File: src/inc/ddp_pkg.sv
package ddp_pkg;
	// ****************************************************
	// Register map (byte addresses)
	// ****************************************************
	localparam logic [7:0] ADDR_POINTER_CONFIG   = 8'ha2;
	localparam logic [7:0] ADDR_CIRCULAR_LENGTH  = 8'he3;
	localparam logic [7:0] ADDR_SIGNAL_PROC_CFG  = 8'he2;
	localparam logic [7:0] ADDR_PTR0_LO          = 8'h82;
	localparam logic [7:0] ADDR_PTR0_HI          = 8'h83;
	localparam logic [7:0] ADDR_PTR1_LO          = 8'h84;
	localparam logic [7:0] ADDR_PTR1_HI          = 8'h85;
	localparam int         BUS_ADDR_W            = 8;

	// ****************************************************
	// pointer_config fields
	// ****************************************************
	localparam int PCF_PTR1_AUTO_UPDATE = 7;
	localparam int PCF_PTR0_AUTO_UPDATE = 6;
	localparam int PCF_PTR1_DIRECTION   = 5;
	localparam int PCF_PTR0_DIRECTION   = 4;
	localparam int PCF_SIGNATURE_SELECT = 3;
	localparam int PCF_POINTER_SELECT   = 0;
	localparam logic [7:0] PCF_WRITE_MASK = 8'hf9;

	// ****************************************************
	// signal_processing_config fields
	// ****************************************************
	localparam int SPC_REDIRECT_TO_B    = 0;
	localparam int SPC_INDEX_DISABLE    = 1;
	localparam int SPC_PTR0_CIRC_ENABLE = 2;
	localparam int SPC_PTR1_CIRC_ENABLE = 3;

	// ****************************************************
	// Reset values and region bases
	// ****************************************************
	localparam logic [7:0]  PCF_RESET      = 8'h00;
	localparam logic [7:0]  SPC_RESET      = 8'h00;
	localparam logic [7:0]  CLEN_RESET     = 8'h00;
	localparam logic [15:0] PTR_RESET      = 16'h0000;
	localparam logic [15:0] REGION_A_BASE  = 16'h0000;
	localparam logic [15:0] REGION_B_BASE  = 16'h0100;

	// Pointer operations requested by the execute stage
	typedef enum logic [1:0] {
		DDP_OP_NONE = 2'b00,
		DDP_OP_INC  = 2'b01,
		DDP_OP_MOVX = 2'b11,
		DDP_OP_MOVC = 2'b10
	} ddp_op_e;

	// Bus slave states
	typedef enum logic [0:0] {
		DDP_BUS_IDLE = 1'b0,
		DDP_BUS_ACK  = 1'b1
	} ddp_bus_e;
endpackage

File: src/hw/ddp_step.sv
`timescale 1ns/1ps
// ****************************************************
// One pointer step with circular wrap
// ****************************************************
module ddp_step (
	input  wire logic [15:0] ptr,
	input  wire logic        dec,
	input  wire logic        circ,
	input  wire logic [7:0]  len,
	output logic      [15:0] nxt
);
	import ddp_pkg::*;

	logic [15:0] len_a;
	logic [15:0] len_b;

	// Region end points from the length register
	assign len_a = REGION_A_BASE + {8'h00, len};
	assign len_b = REGION_B_BASE + {8'h00, len};

	// Wrap only on the end points, plain 16-bit step otherwise
	always_comb begin
		nxt = dec ? ptr - 16'h0001 : ptr + 16'h0001;
		if (circ) begin
			if (!dec && ptr == len_a)
				nxt = REGION_A_BASE;
			else if (!dec && ptr == len_b)
				nxt = REGION_B_BASE;
			else if (dec && ptr == REGION_A_BASE)
				nxt = len_a;
			else if (dec && ptr == REGION_B_BASE)
				nxt = len_b;
		end
	end
endmodule // ddp_step

File: src/hw/ddp_unit.sv
// The Wishbone slave port is this design's own decision.
`timescale 1ns/1ps
// Behaviour
// - Direction bit set makes pointer increment instruction decrement that pointer.
// - Direction follows the physical pointer after select resolution.
// - Auto-update bit makes MOVX/MOVC through that pointer also update it.
// - Auto-update increments when direction bit is 0, decrements when 1.
// - Signature select sends pointer MOVC and programming accesses to signature; here signature_space is high whenever the bit is set, MOVX included.
// - Select bit 0 maps normal to pointer zero; 1 swaps mapping.
// - Redirect bit makes pointer one MOVX/MOVC use register B.
// - Redirect changes only the destination; index stays the accumulator.
// - Index disable makes indexed code read use the pointer alone.
// - Each pointer has its own circular enable bit.
// - Regions are 0000H..length and 0100H..100H plus length.
// - Increment at region end wraps to region base.
// - Decrement at region base wraps to region end.
// - Wrap applies to explicit increments and automatic updates alike.
// - Elsewhere pointers step normally even with circular mode on.
// - Wrap depends only on pointer value, not on which pointer.
// - Bit 2 of pointer configuration reads as zero.
// - Prefixed instructions use the inverted select, except indirect jump.
module ddp_unit (
	input  wire logic                            mclk,
	input  wire logic                            reset_n,
	// Wishbone classic slave
	input  wire logic                            wb_cyc_i,
	input  wire logic                            wb_stb_i,
	input  wire logic                            wb_we_i,
	input  wire logic [ddp_pkg::BUS_ADDR_W-1:0]  wb_adr_i,
	input  wire logic [7:0]                      wb_dat_i,
	input  wire logic                            wb_sel_i,
	output logic      [7:0]                      wb_dat_o,
	output logic                                 wb_ack_o,
	output logic                                 wb_err_o,
	// Execute stage request
	input  wire logic                            op_valid,
	input  wire ddp_pkg::ddp_op_e                op_kind,
	input  wire logic                            op_alternate,
	input  wire logic                            op_jump,
	input  wire logic [7:0]                      acc_in,
	// Address and routing to the memory side
	output logic      [15:0]                     mem_addr,
	output logic                                 use_b_reg,
	output logic                                 signature_space,
	output logic                                 ptr_is_one,
	output logic      [15:0]                     ptr0_out,
	output logic      [15:0]                     ptr1_out
);
	import ddp_pkg::*;

	// ****************************************************
	// State
	// ****************************************************
	logic [7:0]  pcf_q, pcf_d;
	logic [7:0]  spc_q, spc_d;
	logic [7:0]  clen_q, clen_d;
	logic [15:0] ptr0_q, ptr0_d;
	logic [15:0] ptr1_q, ptr1_d;
	ddp_bus_e    bus_q, bus_d;
	logic [7:0]  rdat_q, rdat_d;
	logic        err_q, err_d;
	logic [15:0] maddr_q, maddr_d;
	logic        useb_q, useb_d;
	logic        sig_q, sig_d;
	logic        sel1_q, sel1_d;

	logic        sel_one;
	logic        sel_dir;
	logic        sel_circ;
	logic [15:0] sel_ptr;
	logic [15:0] sel_next;
	logic        do_step;
	logic        bus_req;
	logic        bus_wr;
	logic        hit;

	// ****************************************************
	// Pointer resolution
	// ****************************************************
	// Physical pointer from select bit and prefix
	always_comb begin
		sel_one = pcf_q[PCF_POINTER_SELECT] ^ (op_alternate & ~op_jump);
		sel_dir = sel_one ? pcf_q[PCF_PTR1_DIRECTION]
			: pcf_q[PCF_PTR0_DIRECTION];
		sel_circ = sel_one ? spc_q[SPC_PTR1_CIRC_ENABLE]
			: spc_q[SPC_PTR0_CIRC_ENABLE];
		sel_ptr = sel_one ? ptr1_q : ptr0_q;
	end

	// Step unit shared by both pointers
	ddp_step u_step (
		.ptr  (sel_ptr),
		.dec  (sel_dir),
		.circ (sel_circ),
		.len  (clen_q),
		.nxt  (sel_next)
	);

	// Decide whether the selected pointer moves
	always_comb begin
		do_step = 1'b0;
		if (op_valid) begin
			case (op_kind)
				DDP_OP_INC:  do_step = 1'b1;
				DDP_OP_MOVX,
				DDP_OP_MOVC: do_step = sel_one ? pcf_q[PCF_PTR1_AUTO_UPDATE]
					: pcf_q[PCF_PTR0_AUTO_UPDATE];
				default:     do_step = 1'b0;
			endcase
		end
	end

	// ****************************************************
	// Wishbone slave
	// ****************************************************
	assign bus_req = wb_cyc_i & wb_stb_i & (bus_q == DDP_BUS_IDLE);
	assign bus_wr  = bus_req & wb_we_i & wb_sel_i;

	// Address decode
	always_comb begin
		case (wb_adr_i)
			ADDR_POINTER_CONFIG, ADDR_CIRCULAR_LENGTH, ADDR_SIGNAL_PROC_CFG,
			ADDR_PTR0_LO, ADDR_PTR0_HI, ADDR_PTR1_LO, ADDR_PTR1_HI:
				hit = 1'b1;
			default: hit = 1'b0;
		endcase
	end

	// Register and pointer next values; execute has priority over bus
	always_comb begin
		pcf_d  = pcf_q;
		spc_d  = spc_q;
		clen_d = clen_q;
		ptr0_d = ptr0_q;
		ptr1_d = ptr1_q;
		if (bus_wr && hit) begin
			case (wb_adr_i)
				ADDR_POINTER_CONFIG:  pcf_d  = wb_dat_i & PCF_WRITE_MASK;
				ADDR_CIRCULAR_LENGTH: clen_d = wb_dat_i;
				ADDR_SIGNAL_PROC_CFG: spc_d  = wb_dat_i;
				ADDR_PTR0_LO:         ptr0_d[7:0]  = wb_dat_i;
				ADDR_PTR0_HI:         ptr0_d[15:8] = wb_dat_i;
				ADDR_PTR1_LO:         ptr1_d[7:0]  = wb_dat_i;
				ADDR_PTR1_HI:         ptr1_d[15:8] = wb_dat_i;
				default:              pcf_d  = pcf_q;
			endcase
		end
		if (do_step) begin
			if (sel_one)
				ptr1_d = sel_next;
			else
				ptr0_d = sel_next;
		end
	end

	// Bus answer: ack one cycle after request
	always_comb begin
		bus_d  = DDP_BUS_IDLE;
		rdat_d = rdat_q;
		err_d  = 1'b0;
		case (bus_q)
			DDP_BUS_IDLE: begin
				if (bus_req) begin
					bus_d = DDP_BUS_ACK;
					err_d = ~hit;
					case (wb_adr_i)
						ADDR_POINTER_CONFIG:  rdat_d = pcf_q & PCF_WRITE_MASK;
						ADDR_CIRCULAR_LENGTH: rdat_d = clen_q;
						ADDR_SIGNAL_PROC_CFG: rdat_d = spc_q;
						ADDR_PTR0_LO:         rdat_d = ptr0_q[7:0];
						ADDR_PTR0_HI:         rdat_d = ptr0_q[15:8];
						ADDR_PTR1_LO:         rdat_d = ptr1_q[7:0];
						ADDR_PTR1_HI:         rdat_d = ptr1_q[15:8];
						default:              rdat_d = 8'h00;
					endcase
				end
			end
			DDP_BUS_ACK: bus_d = DDP_BUS_IDLE;
			default:     bus_d = DDP_BUS_IDLE;
		endcase
	end

	// ****************************************************
	// Memory-side address and routing
	// ****************************************************
	always_comb begin
		maddr_d = maddr_q;
		useb_d  = useb_q;
		sig_d   = sig_q;
		sel1_d  = sel1_q;
		if (op_valid && (op_kind == DDP_OP_MOVX || op_kind == DDP_OP_MOVC)) begin
			sel1_d = sel_one;
			useb_d = sel_one & spc_q[SPC_REDIRECT_TO_B];
			sig_d  = (op_kind == DDP_OP_MOVC)
				& pcf_q[PCF_SIGNATURE_SELECT];
			if (op_kind == DDP_OP_MOVC && !spc_q[SPC_INDEX_DISABLE])
				maddr_d = sel_ptr + {8'h00, acc_in};
			else
				maddr_d = sel_ptr;
		end
	end

	// ****************************************************
	// Registers
	// ****************************************************
	always_ff @(posedge mclk or negedge reset_n) begin
		if (!reset_n) begin
			pcf_q   <= PCF_RESET;
			spc_q   <= SPC_RESET;
			clen_q  <= CLEN_RESET;
			ptr0_q  <= PTR_RESET;
			ptr1_q  <= PTR_RESET;
			bus_q   <= DDP_BUS_IDLE;
			rdat_q  <= 8'h00;
			err_q   <= 1'b0;
			maddr_q <= PTR_RESET;
			useb_q  <= 1'b0;
			sig_q   <= 1'b0;
			sel1_q  <= 1'b0;
		end else begin
			pcf_q   <= pcf_d;
			spc_q   <= spc_d;
			clen_q  <= clen_d;
			ptr0_q  <= ptr0_d;
			ptr1_q  <= ptr1_d;
			bus_q   <= bus_d;
			rdat_q  <= rdat_d;
			err_q   <= err_d;
			maddr_q <= maddr_d;
			useb_q  <= useb_d;
			sig_q   <= sig_d;
			sel1_q  <= sel1_d;
		end
	end

	// Outputs
	assign wb_dat_o        = rdat_q;
	assign wb_ack_o        = (bus_q == DDP_BUS_ACK) & ~err_q;
	assign wb_err_o        = (bus_q == DDP_BUS_ACK) & err_q;
	assign mem_addr        = maddr_q;
	assign use_b_reg       = useb_q;
	assign signature_space = sig_q | pcf_q[PCF_SIGNATURE_SELECT];
	assign ptr_is_one      = sel1_q;
	assign ptr0_out        = ptr0_q;
	assign ptr1_out        = ptr1_q;
endmodule // ddp_unit

File: config.mk
export PLATFORM = sky130hd
export DESIGN_NAME = ddp_unit
export DESIGN_NICKNAME = d
export VERILOG_FILES = /design/src/inc/ddp_pkg.sv /design/src/hw/ddp_step.sv /design/src/hw/ddp_unit.sv
export SDC_FILE = /design/constraint.sdc
export NUM_CORES = 1
export LEC_CHECK = 0
export BUFFER_PORTS_ARGS = -buffer_cell sky130_fd_sc_hd__buf_2
export CORE_MARGIN = 5
export CORE_UTILIZATION = 35
export DETAILED_ROUTE_END_ITERATION = 6
export PLACE_DENSITY = 0.53
export SYNTH_ARGS = -nofsm -noshare
export SYNTH_HDL_FRONTEND = slang
export SYNTH_SLANG_ARGS = --single-unit
File: constraint.sdc
create_clock -name mclk -period 4.2 [get_ports mclk]
set_clock_uncertainty 0.05 [all_clocks]
set_input_delay 1.05 -clock mclk [delete_from_list [all_inputs] [get_ports mclk]]
set_output_delay 1.05 -clock mclk [all_outputs]
set_load 0.1 [all_outputs]
; ---- After elaboration in Yosys (flattened, before gate mapping)
; Cells that the tools add are included.
[totals]
ff_bits = 83
latchBits = 0
ramBits = 0
mem_bits_ro = 0
input_bits = 35
output_inout_bits = 61
word_cells = 90
n_memories = 0
[classes]
addsub = 4
multipliers = 0
n_div = 0
n_lt_le_gt_ge = 0
n_eq_ne = 13
shift = 0
mux = 29
n_bitwise = 15
reduce_logical = 17
[ops]
columns = cell, n
row1 = $mux W16, 14
row2 = $eq A8 B8 Y1 const B, 7
row3 = $pmux W8 S7, 1
row4 = $mux W8, 4
row5 = $add A16 B1 Y16 const B, 1
row6 = $add A16 B8 Y16, 1
row7 = $eq A16 B16 Y1, 1
row8 = $eq A16 B8 Y1, 1
row9 = $eq A16 B9 Y1 const B, 1
row10 = $logic_not A16 Y1, 1
row11 = $sub A16 B1 Y16 const B, 1
row12 = $add A9 B8 Y10 const A, 1
row13 = $and A1 B1 Y1, 9
row14 = $mux W1, 8
row15 = $reduce_and A2 Y1, 4
row16 = $logic_and A1 B1 Y1, 7
row17 = $reduce_or A7 Y1, 1
row18 = $eq A2 B2 Y1 const B, 2
row19 = $not A1 Y1, 4
row20 = $pmux W1 S2, 2
row21 = $eq A2 B1 Y1 const B, 1
row22 = $logic_not A1 Y1, 2
row23 = $reduce_or A2 Y1, 1
row24 = $logic_or A1 B1 Y1, 1
row25 = 2 further kinds, 2

; ---- Depth between registers and ports, before layout
[logic_depth]
word_depth = 13
depth_mapped = 17
ltp_nobuf = 15

; ---- Hierarchy
; Synthesis repeated with hierarchy kept, for this count alone.
[hier_totals]
hier_cells = 653
hier_area_um2 = 6029.5
[by_module_without_submodules]
columns = mod, n_inst, cells_per_inst, area_each_um2
row1 = ddp_unit, 1, 509, 4976.0
row2 = ddp_step, 1, 144, 1053.5

; ---- Worst setup path after synthesis
; Ideal clock, no wire load.
[synth_path]
kind = input port to flip-flop
startpoint = input port op_jump
endpoint = register ptr1_q[14], in the netlist ptr1_out[14]
setup_ns = 0.138
t_arrival_ns = 4.200
path_slack_ns = -0.188
cell_stages = 14
n_path_buf = 2
cell_sequence = nand2b_4 -> xor2_4 -> buf_2 -> buf_2 -> mux2_2 -> ha_1 -> a21o_1 -> maj3_1 -> o31ai_1 -> a21oi_1 -> o211ai_1 -> a31oi_1 -> xnor2_1 -> o22ai_1
[synth_via]
elab_chain_len = 13
word_cells_on_any_way = 28
cone_classes = add/sub (2) / eq/ne (3) / mux (14) / bitwise (3) / reduce/logical (6)
[synth_rtl]
columns = item, line
row1 = from (decl), ddp_unit.sv:39  ; input wire logic op_jump,
row2 = $not A1 Y1 (*), ddp_unit.sv:82  ; sel_one = pcf_q[PCF_POINTER_SELECT] ^ (op_alternate & ~op_jump);
row3 = $and A1 B1 Y1 (*), ddp_unit.sv:82
row4 = $xor A1 B1 Y1 (*), ddp_unit.sv:82
row5 = $mux W16, ddp_unit.sv:87  ; sel_ptr = sel_one ? ptr1_q : ptr0_q;
row6 = "$add A16 B1 Y16, or another cell as far along", ddp_step.sv:23  ; nxt = dec ? ptr - 16'h0001 : ptr + 16'h0001;
row7 = $mux W16 / $logic_and A1 B1 Y1 (equally long branches), "ddp_step.sv:23, ddp_step.sv:31"
row8 = $mux W16, ddp_step.sv:31  ; else if (dec && ptr == REGION_B_BASE)
row9 = $mux W16, ddp_step.sv:29  ; else if (dec && ptr == REGION_A_BASE)
row10 = $mux W16, ddp_step.sv:27  ; else if (!dec && ptr == len_b)
row11 = $mux W16, ddp_step.sv:25  ; if (!dec && ptr == len_a)
row12 = $mux W16, ddp_step.sv:24  ; if (circ) begin
row13 = $mux W16, ddp_unit.sv:149  ; if (sel_one)
row14 = $mux W16 (*), ddp_unit.sv:148  ; if (do_step) begin
row15 = named net ptr1_d[14], ddp_unit.sv:58  ; logic [15:0] ptr1_q, ptr1_d;
row16 = to (signal assigned), ddp_unit.sv:225  ; ptr1_q <= ptr1_d;
row17 = to (decl), ddp_unit.sv:58
; Mark *: on every way through the listed nets, which the timed path passes. The rest lies on a longest branch.
; A chain may end at the register's enable or synchronous reset.

; ---- Final worst setup path
[layout_path]
startpoint = input port op_jump
endpoint = register ptr1_q[15], in the netlist ptr1_out[15]
; Same word-level chain as after synthesis.

==> Flow_metrics.wiki <==
{| class="wikitable"
! Metric !! Value
|-
| Result of the run || finished, final reports clean
|-
| Number of violations of the max-capacitance limit || 0
|-
| Synth Instances || roughly 620
|-
| Vias post-DR || 5432
|-
| Final worst-path cycle share || a little over nine tenths
|-
| Residual overflow from global routing || 0
|-
| Die span in y || between 100 and 150 µm
|-
| Effective utilization at floorplan || a little over a third
|-
| Post-Syn Nets || 680
|-
| Yosys synthesis warning count || 0
|-
| Pin count of the biggest net entering global routing || 73
|-
| Leak || roughly 3.6 nW
|-
| Number of levels the H-tree was split into || 3
|-
| Initial DRC Count || ~400
|-
| Post-synth top flop || sky130_fd_sc_hd__dfrtp_1
|-
| TritonCTS clock tree || built
|-
| Count of final max-slew check failures || 0
|-
| Remaining number of nets flagged by the antenna check after routing || 0
|-
| Worst Setup Start Kind || input pin
|-
| Overall power of the completed layout || around 3.3 mW
|-
| Setup repair after global routing missed its margin || no
|-
| Share of layout cells above drive strength 1 || 28.1%
|-
| Cell-by-cell listing of the critical path || buf_2, nand2b_4, xor2_4, buf_4, mux2_4, ha_1, a21oi_1, a31oi_1, a211oi_2, a211oi_1, or4_1, mux2i_1, xnor2_1, o22ai_1
|-
| Detailed placement HPWL || ~15000 µm
|-
| First-pass GRT wire length || 31300 µm
|-
| Pwr dens || around 460 nW/µm²
|-
| Slew headroom || ~35%
|-
| Clock Root Buffer || sky130_fd_sc_hd__clkbuf_16
|-
| Total Die Area || around 19000 µm²
|-
| Horiz. Die Dim || approximately 140 µm
|-
| Worst IR Drop VDD || 0.000359 V
|-
| Seq/Total Area, Yosys || a little over a third
|-
| Wire length per cell || 20.1 µm
|-
| Max Root-Sink Buffers || 2
|-
| Worst Setup Slack post-DPL || -0.104 ns
|-
| Tot GR Track Use || 20.6%
|-
| Final weighted congestion of routability-driven global placement || 0.908
|-
| Number of global-route vias before repair || 5540
|-
| Transition time at the pin with the least slew margin || 0.979 ns
|-
| Portion of total power attributed to combinational logic || 41.8%
|-
| Final instance area || 7190 µm²
|-
| Post-cts resize count || 0
|-
| Setup TNS || 0 ns
|-
| Count of flip-flops with a built-in enable after synthesis || 0
|-
| Category of the most critical setup path || in -> reg
|-
| Biggest area consumer among synthesized cells || sky130_fd_sc_hd__dfrtp_1
|-
| Area grow syn2layout || 24.8%
|-
| Combined area of the multi-input logic cells || 3490 µm²
|-
| Switching power total || between 1.5 and 2 mW
|-
| Final count of hold timing violations || 0
|-
| Worst-path clk slew || 0.07 ns
|-
| Buffers inserted during post-CTS setup optimization || 0
|-
| Type of the most critical hold path || reg -> reg
|-
| Data arrival time of the critical path || roughly 4.2 ns
|-
| Highest-count cells in the layout ignoring fill and taps || sky130_fd_sc_hd__buf_2, sky130_fd_sc_hd__dfrtp_1, sky130_fd_sc_hd__buf_4
|-
| Start of the worst register-to-register path || pcf_q[0]
|-
| Final critical delay including setup and external delays || between 4 and 5 ns
|-
| Port Buffers || 95
|-
| Most common cell after layout, fill and taps aside || sky130_fd_sc_hd__buf_2
|-
| Number of antenna violations at the first check in global routing || 0
|-
| Placed inst area || 6850 µm²
|-
| Std-Cell Core Area || 16300 µm²
|-
| Slowest stage cell, crit path || sky130_fd_sc_hd__or4_1
|-
| Util after Layout || a little over two fifths
|-
| FF+latch count, synth || 83
|-
| Number of distinct standard cells referenced by the synthesized netlist || 58
|-
| Endpoint class of the critical path || register
|-
| Average footprint of a synthesized cell || approximately 9.2 µm²
|-
| Number of diodes added for antenna fixing || 0
|-
| Final Worst Setup Slack || about 0.19 ns
|-
| Net count, final || between 800 and 900
|-
| Largest stage delay, worst path || between 0.4 and 0.5 ns
|-
| Cell-internal power || around 1.8 mW
|-
| Count of filler cells inserted in the layout || between 1.5k and 2k
|-
| Routed Wire Length || 19900 µm
|-
| Clock share of power || 27.5%
|-
| Area occupied by registers || approximately 2100 µm²
|-
| Latest clock arrival within the worst-skew pair || between 0.3 and 0.4 ns
|-
| Launch point of the worst path || op_jump
|-
| Clock Sinks || 83
|-
| Final setup violation count || 0
|-
| Cell types occupying the most area after synthesis || sky130_fd_sc_hd__dfrtp_1, sky130_fd_sc_hd__mux2i_1, sky130_fd_sc_hd__mux2_2
|-
| Core Rows || 47
|-
| Fmax || 0.249 GHz
|-
| Register share of total power || between 30% and 40%
|-
| Initial DRT Pass Iterations || 6
|-
| Worst hold path startpoint || mem_addr[6]
|-
| Vias per inst || 5.50
|-
| Synth Cell Area || 5760 µm²
|-
| Number of standard cells in the layout, taps in and fillers out || between 900 and 1k
|-
| Hold buffers post-CTS || 0
|-
| Cell count after placement || about 970
|-
| DRC errors left || 0
|-
| Maximum fanout count along the critical path || 13
|-
| Switching power share of the total || ~46%
|-
| Num ports || 96
|-
| Fin Hold WS || approximately 0.43 ns
|-
| Data required time at the worst endpoint || ~4.4 ns
|-
| Top cell type's share of synthesized area || a little over a third
|-
| Post-synthesis async set-or-reset flop share || 100%
|-
| Clock buffer count from CTS || 9
|}
[Yosys cell counts (4+ instances only)]
cell type / n
sky130_fd_sc_hd__a211oi_1: 9
sky130_fd_sc_hd__a21o_1: 9
sky130_fd_sc_hd__a21oi_1: 45
sky130_fd_sc_hd__a22o_1: 8
sky130_fd_sc_hd__a22oi_1: 14
sky130_fd_sc_hd__a31oi_1: 5
sky130_fd_sc_hd__buf_2: 4
sky130_fd_sc_hd__clkbuf_1: 16
sky130_fd_sc_hd__dfrtp_1: 83
sky130_fd_sc_hd__ha_1: 19
sky130_fd_sc_hd__inv_1: 30
sky130_fd_sc_hd__mux2_2: 26
sky130_fd_sc_hd__mux2i_1: 52
sky130_fd_sc_hd__nand2_1: 57
sky130_fd_sc_hd__nand2b_1: 6
sky130_fd_sc_hd__nand3_1: 21
sky130_fd_sc_hd__nand4_1: 4
sky130_fd_sc_hd__nor2_1: 43
sky130_fd_sc_hd__nor2b_1: 9
sky130_fd_sc_hd__nor3_1: 5
sky130_fd_sc_hd__nor3_2: 5
sky130_fd_sc_hd__nor3b_1: 4
sky130_fd_sc_hd__o21ai_0: 29
sky130_fd_sc_hd__o21bai_1: 5
sky130_fd_sc_hd__o22ai_1: 23
sky130_fd_sc_hd__xnor2_1: 27
sky130_fd_sc_hd__xor2_1: 13
[cells by family after synthesis]
group	Yosys count	share of synthesized area, %
xor+xnor	42	6.84
simple gates	179	15.5
compound gates	161	17.6
buf+inv	54	3.74
mux	82	15.1
flops	83	36.0
fa+ha+maj	23	5.17
[power by group through the flow]
stage / registers [mW] / logic [mW] / clock network [mW]
floorplan: 1.52 / 0.510 / 0
global placement: 1.03 / 1.38 / 0
detailed placement: 1.04 / 1.39 / 0
CTS: 1.02 / 1.40 / 0.928
global route: 1.04 / 1.49 / 0.956
finish: 1.02 / 1.39 / 0.915
[routing by layer]
metal  vias up  routed length [µm]  global-route usage (%)
li1       2544                   -                       -
met1      2658                8600                    27.9
met2       193                9570                    33.5
met3        37                1180                    3.21
met4         0                 546                    7.28
met5         -                   0                       0
[critical path, delay by kind of cell]
kind	cells	cell delay (ns)
buffers and inverters	2	0.36
AND/OR/NAND/NOR	2	0.58
multiplexers	2	0.57
XOR/XNOR	2	0.39
AO/OA/AOI/OAI	5	0.93
adder cells (fa/ha/maj)	1	0.30
[path summary, 6_finish.rpt]
kind	to	slack [ns]	cells past startpoint
worst max-delay path	ptr1_out[15]	0.19	14
worst min-delay path	mem_addr[6]	0.43	2
worst max register to register	ptr1_out[15]	0.59	12
worst min register to register	mem_addr[6]	0.43	2
max in group asynchronous	use_b_reg	2.55	2
min in group asynchronous	mem_addr[2]	0.78	1
[final cells by class]
class	count	share of cell area [%]
timing repair buffer	152	12.6
sequential	83	28.9
clock buffer	9	3.13
tap	220	3.83
inverter	30	1.57
clock inverter	7	1.50
multi-input combinational	487	48.5
No activity file was read; power rests on OpenSTA's default activity.
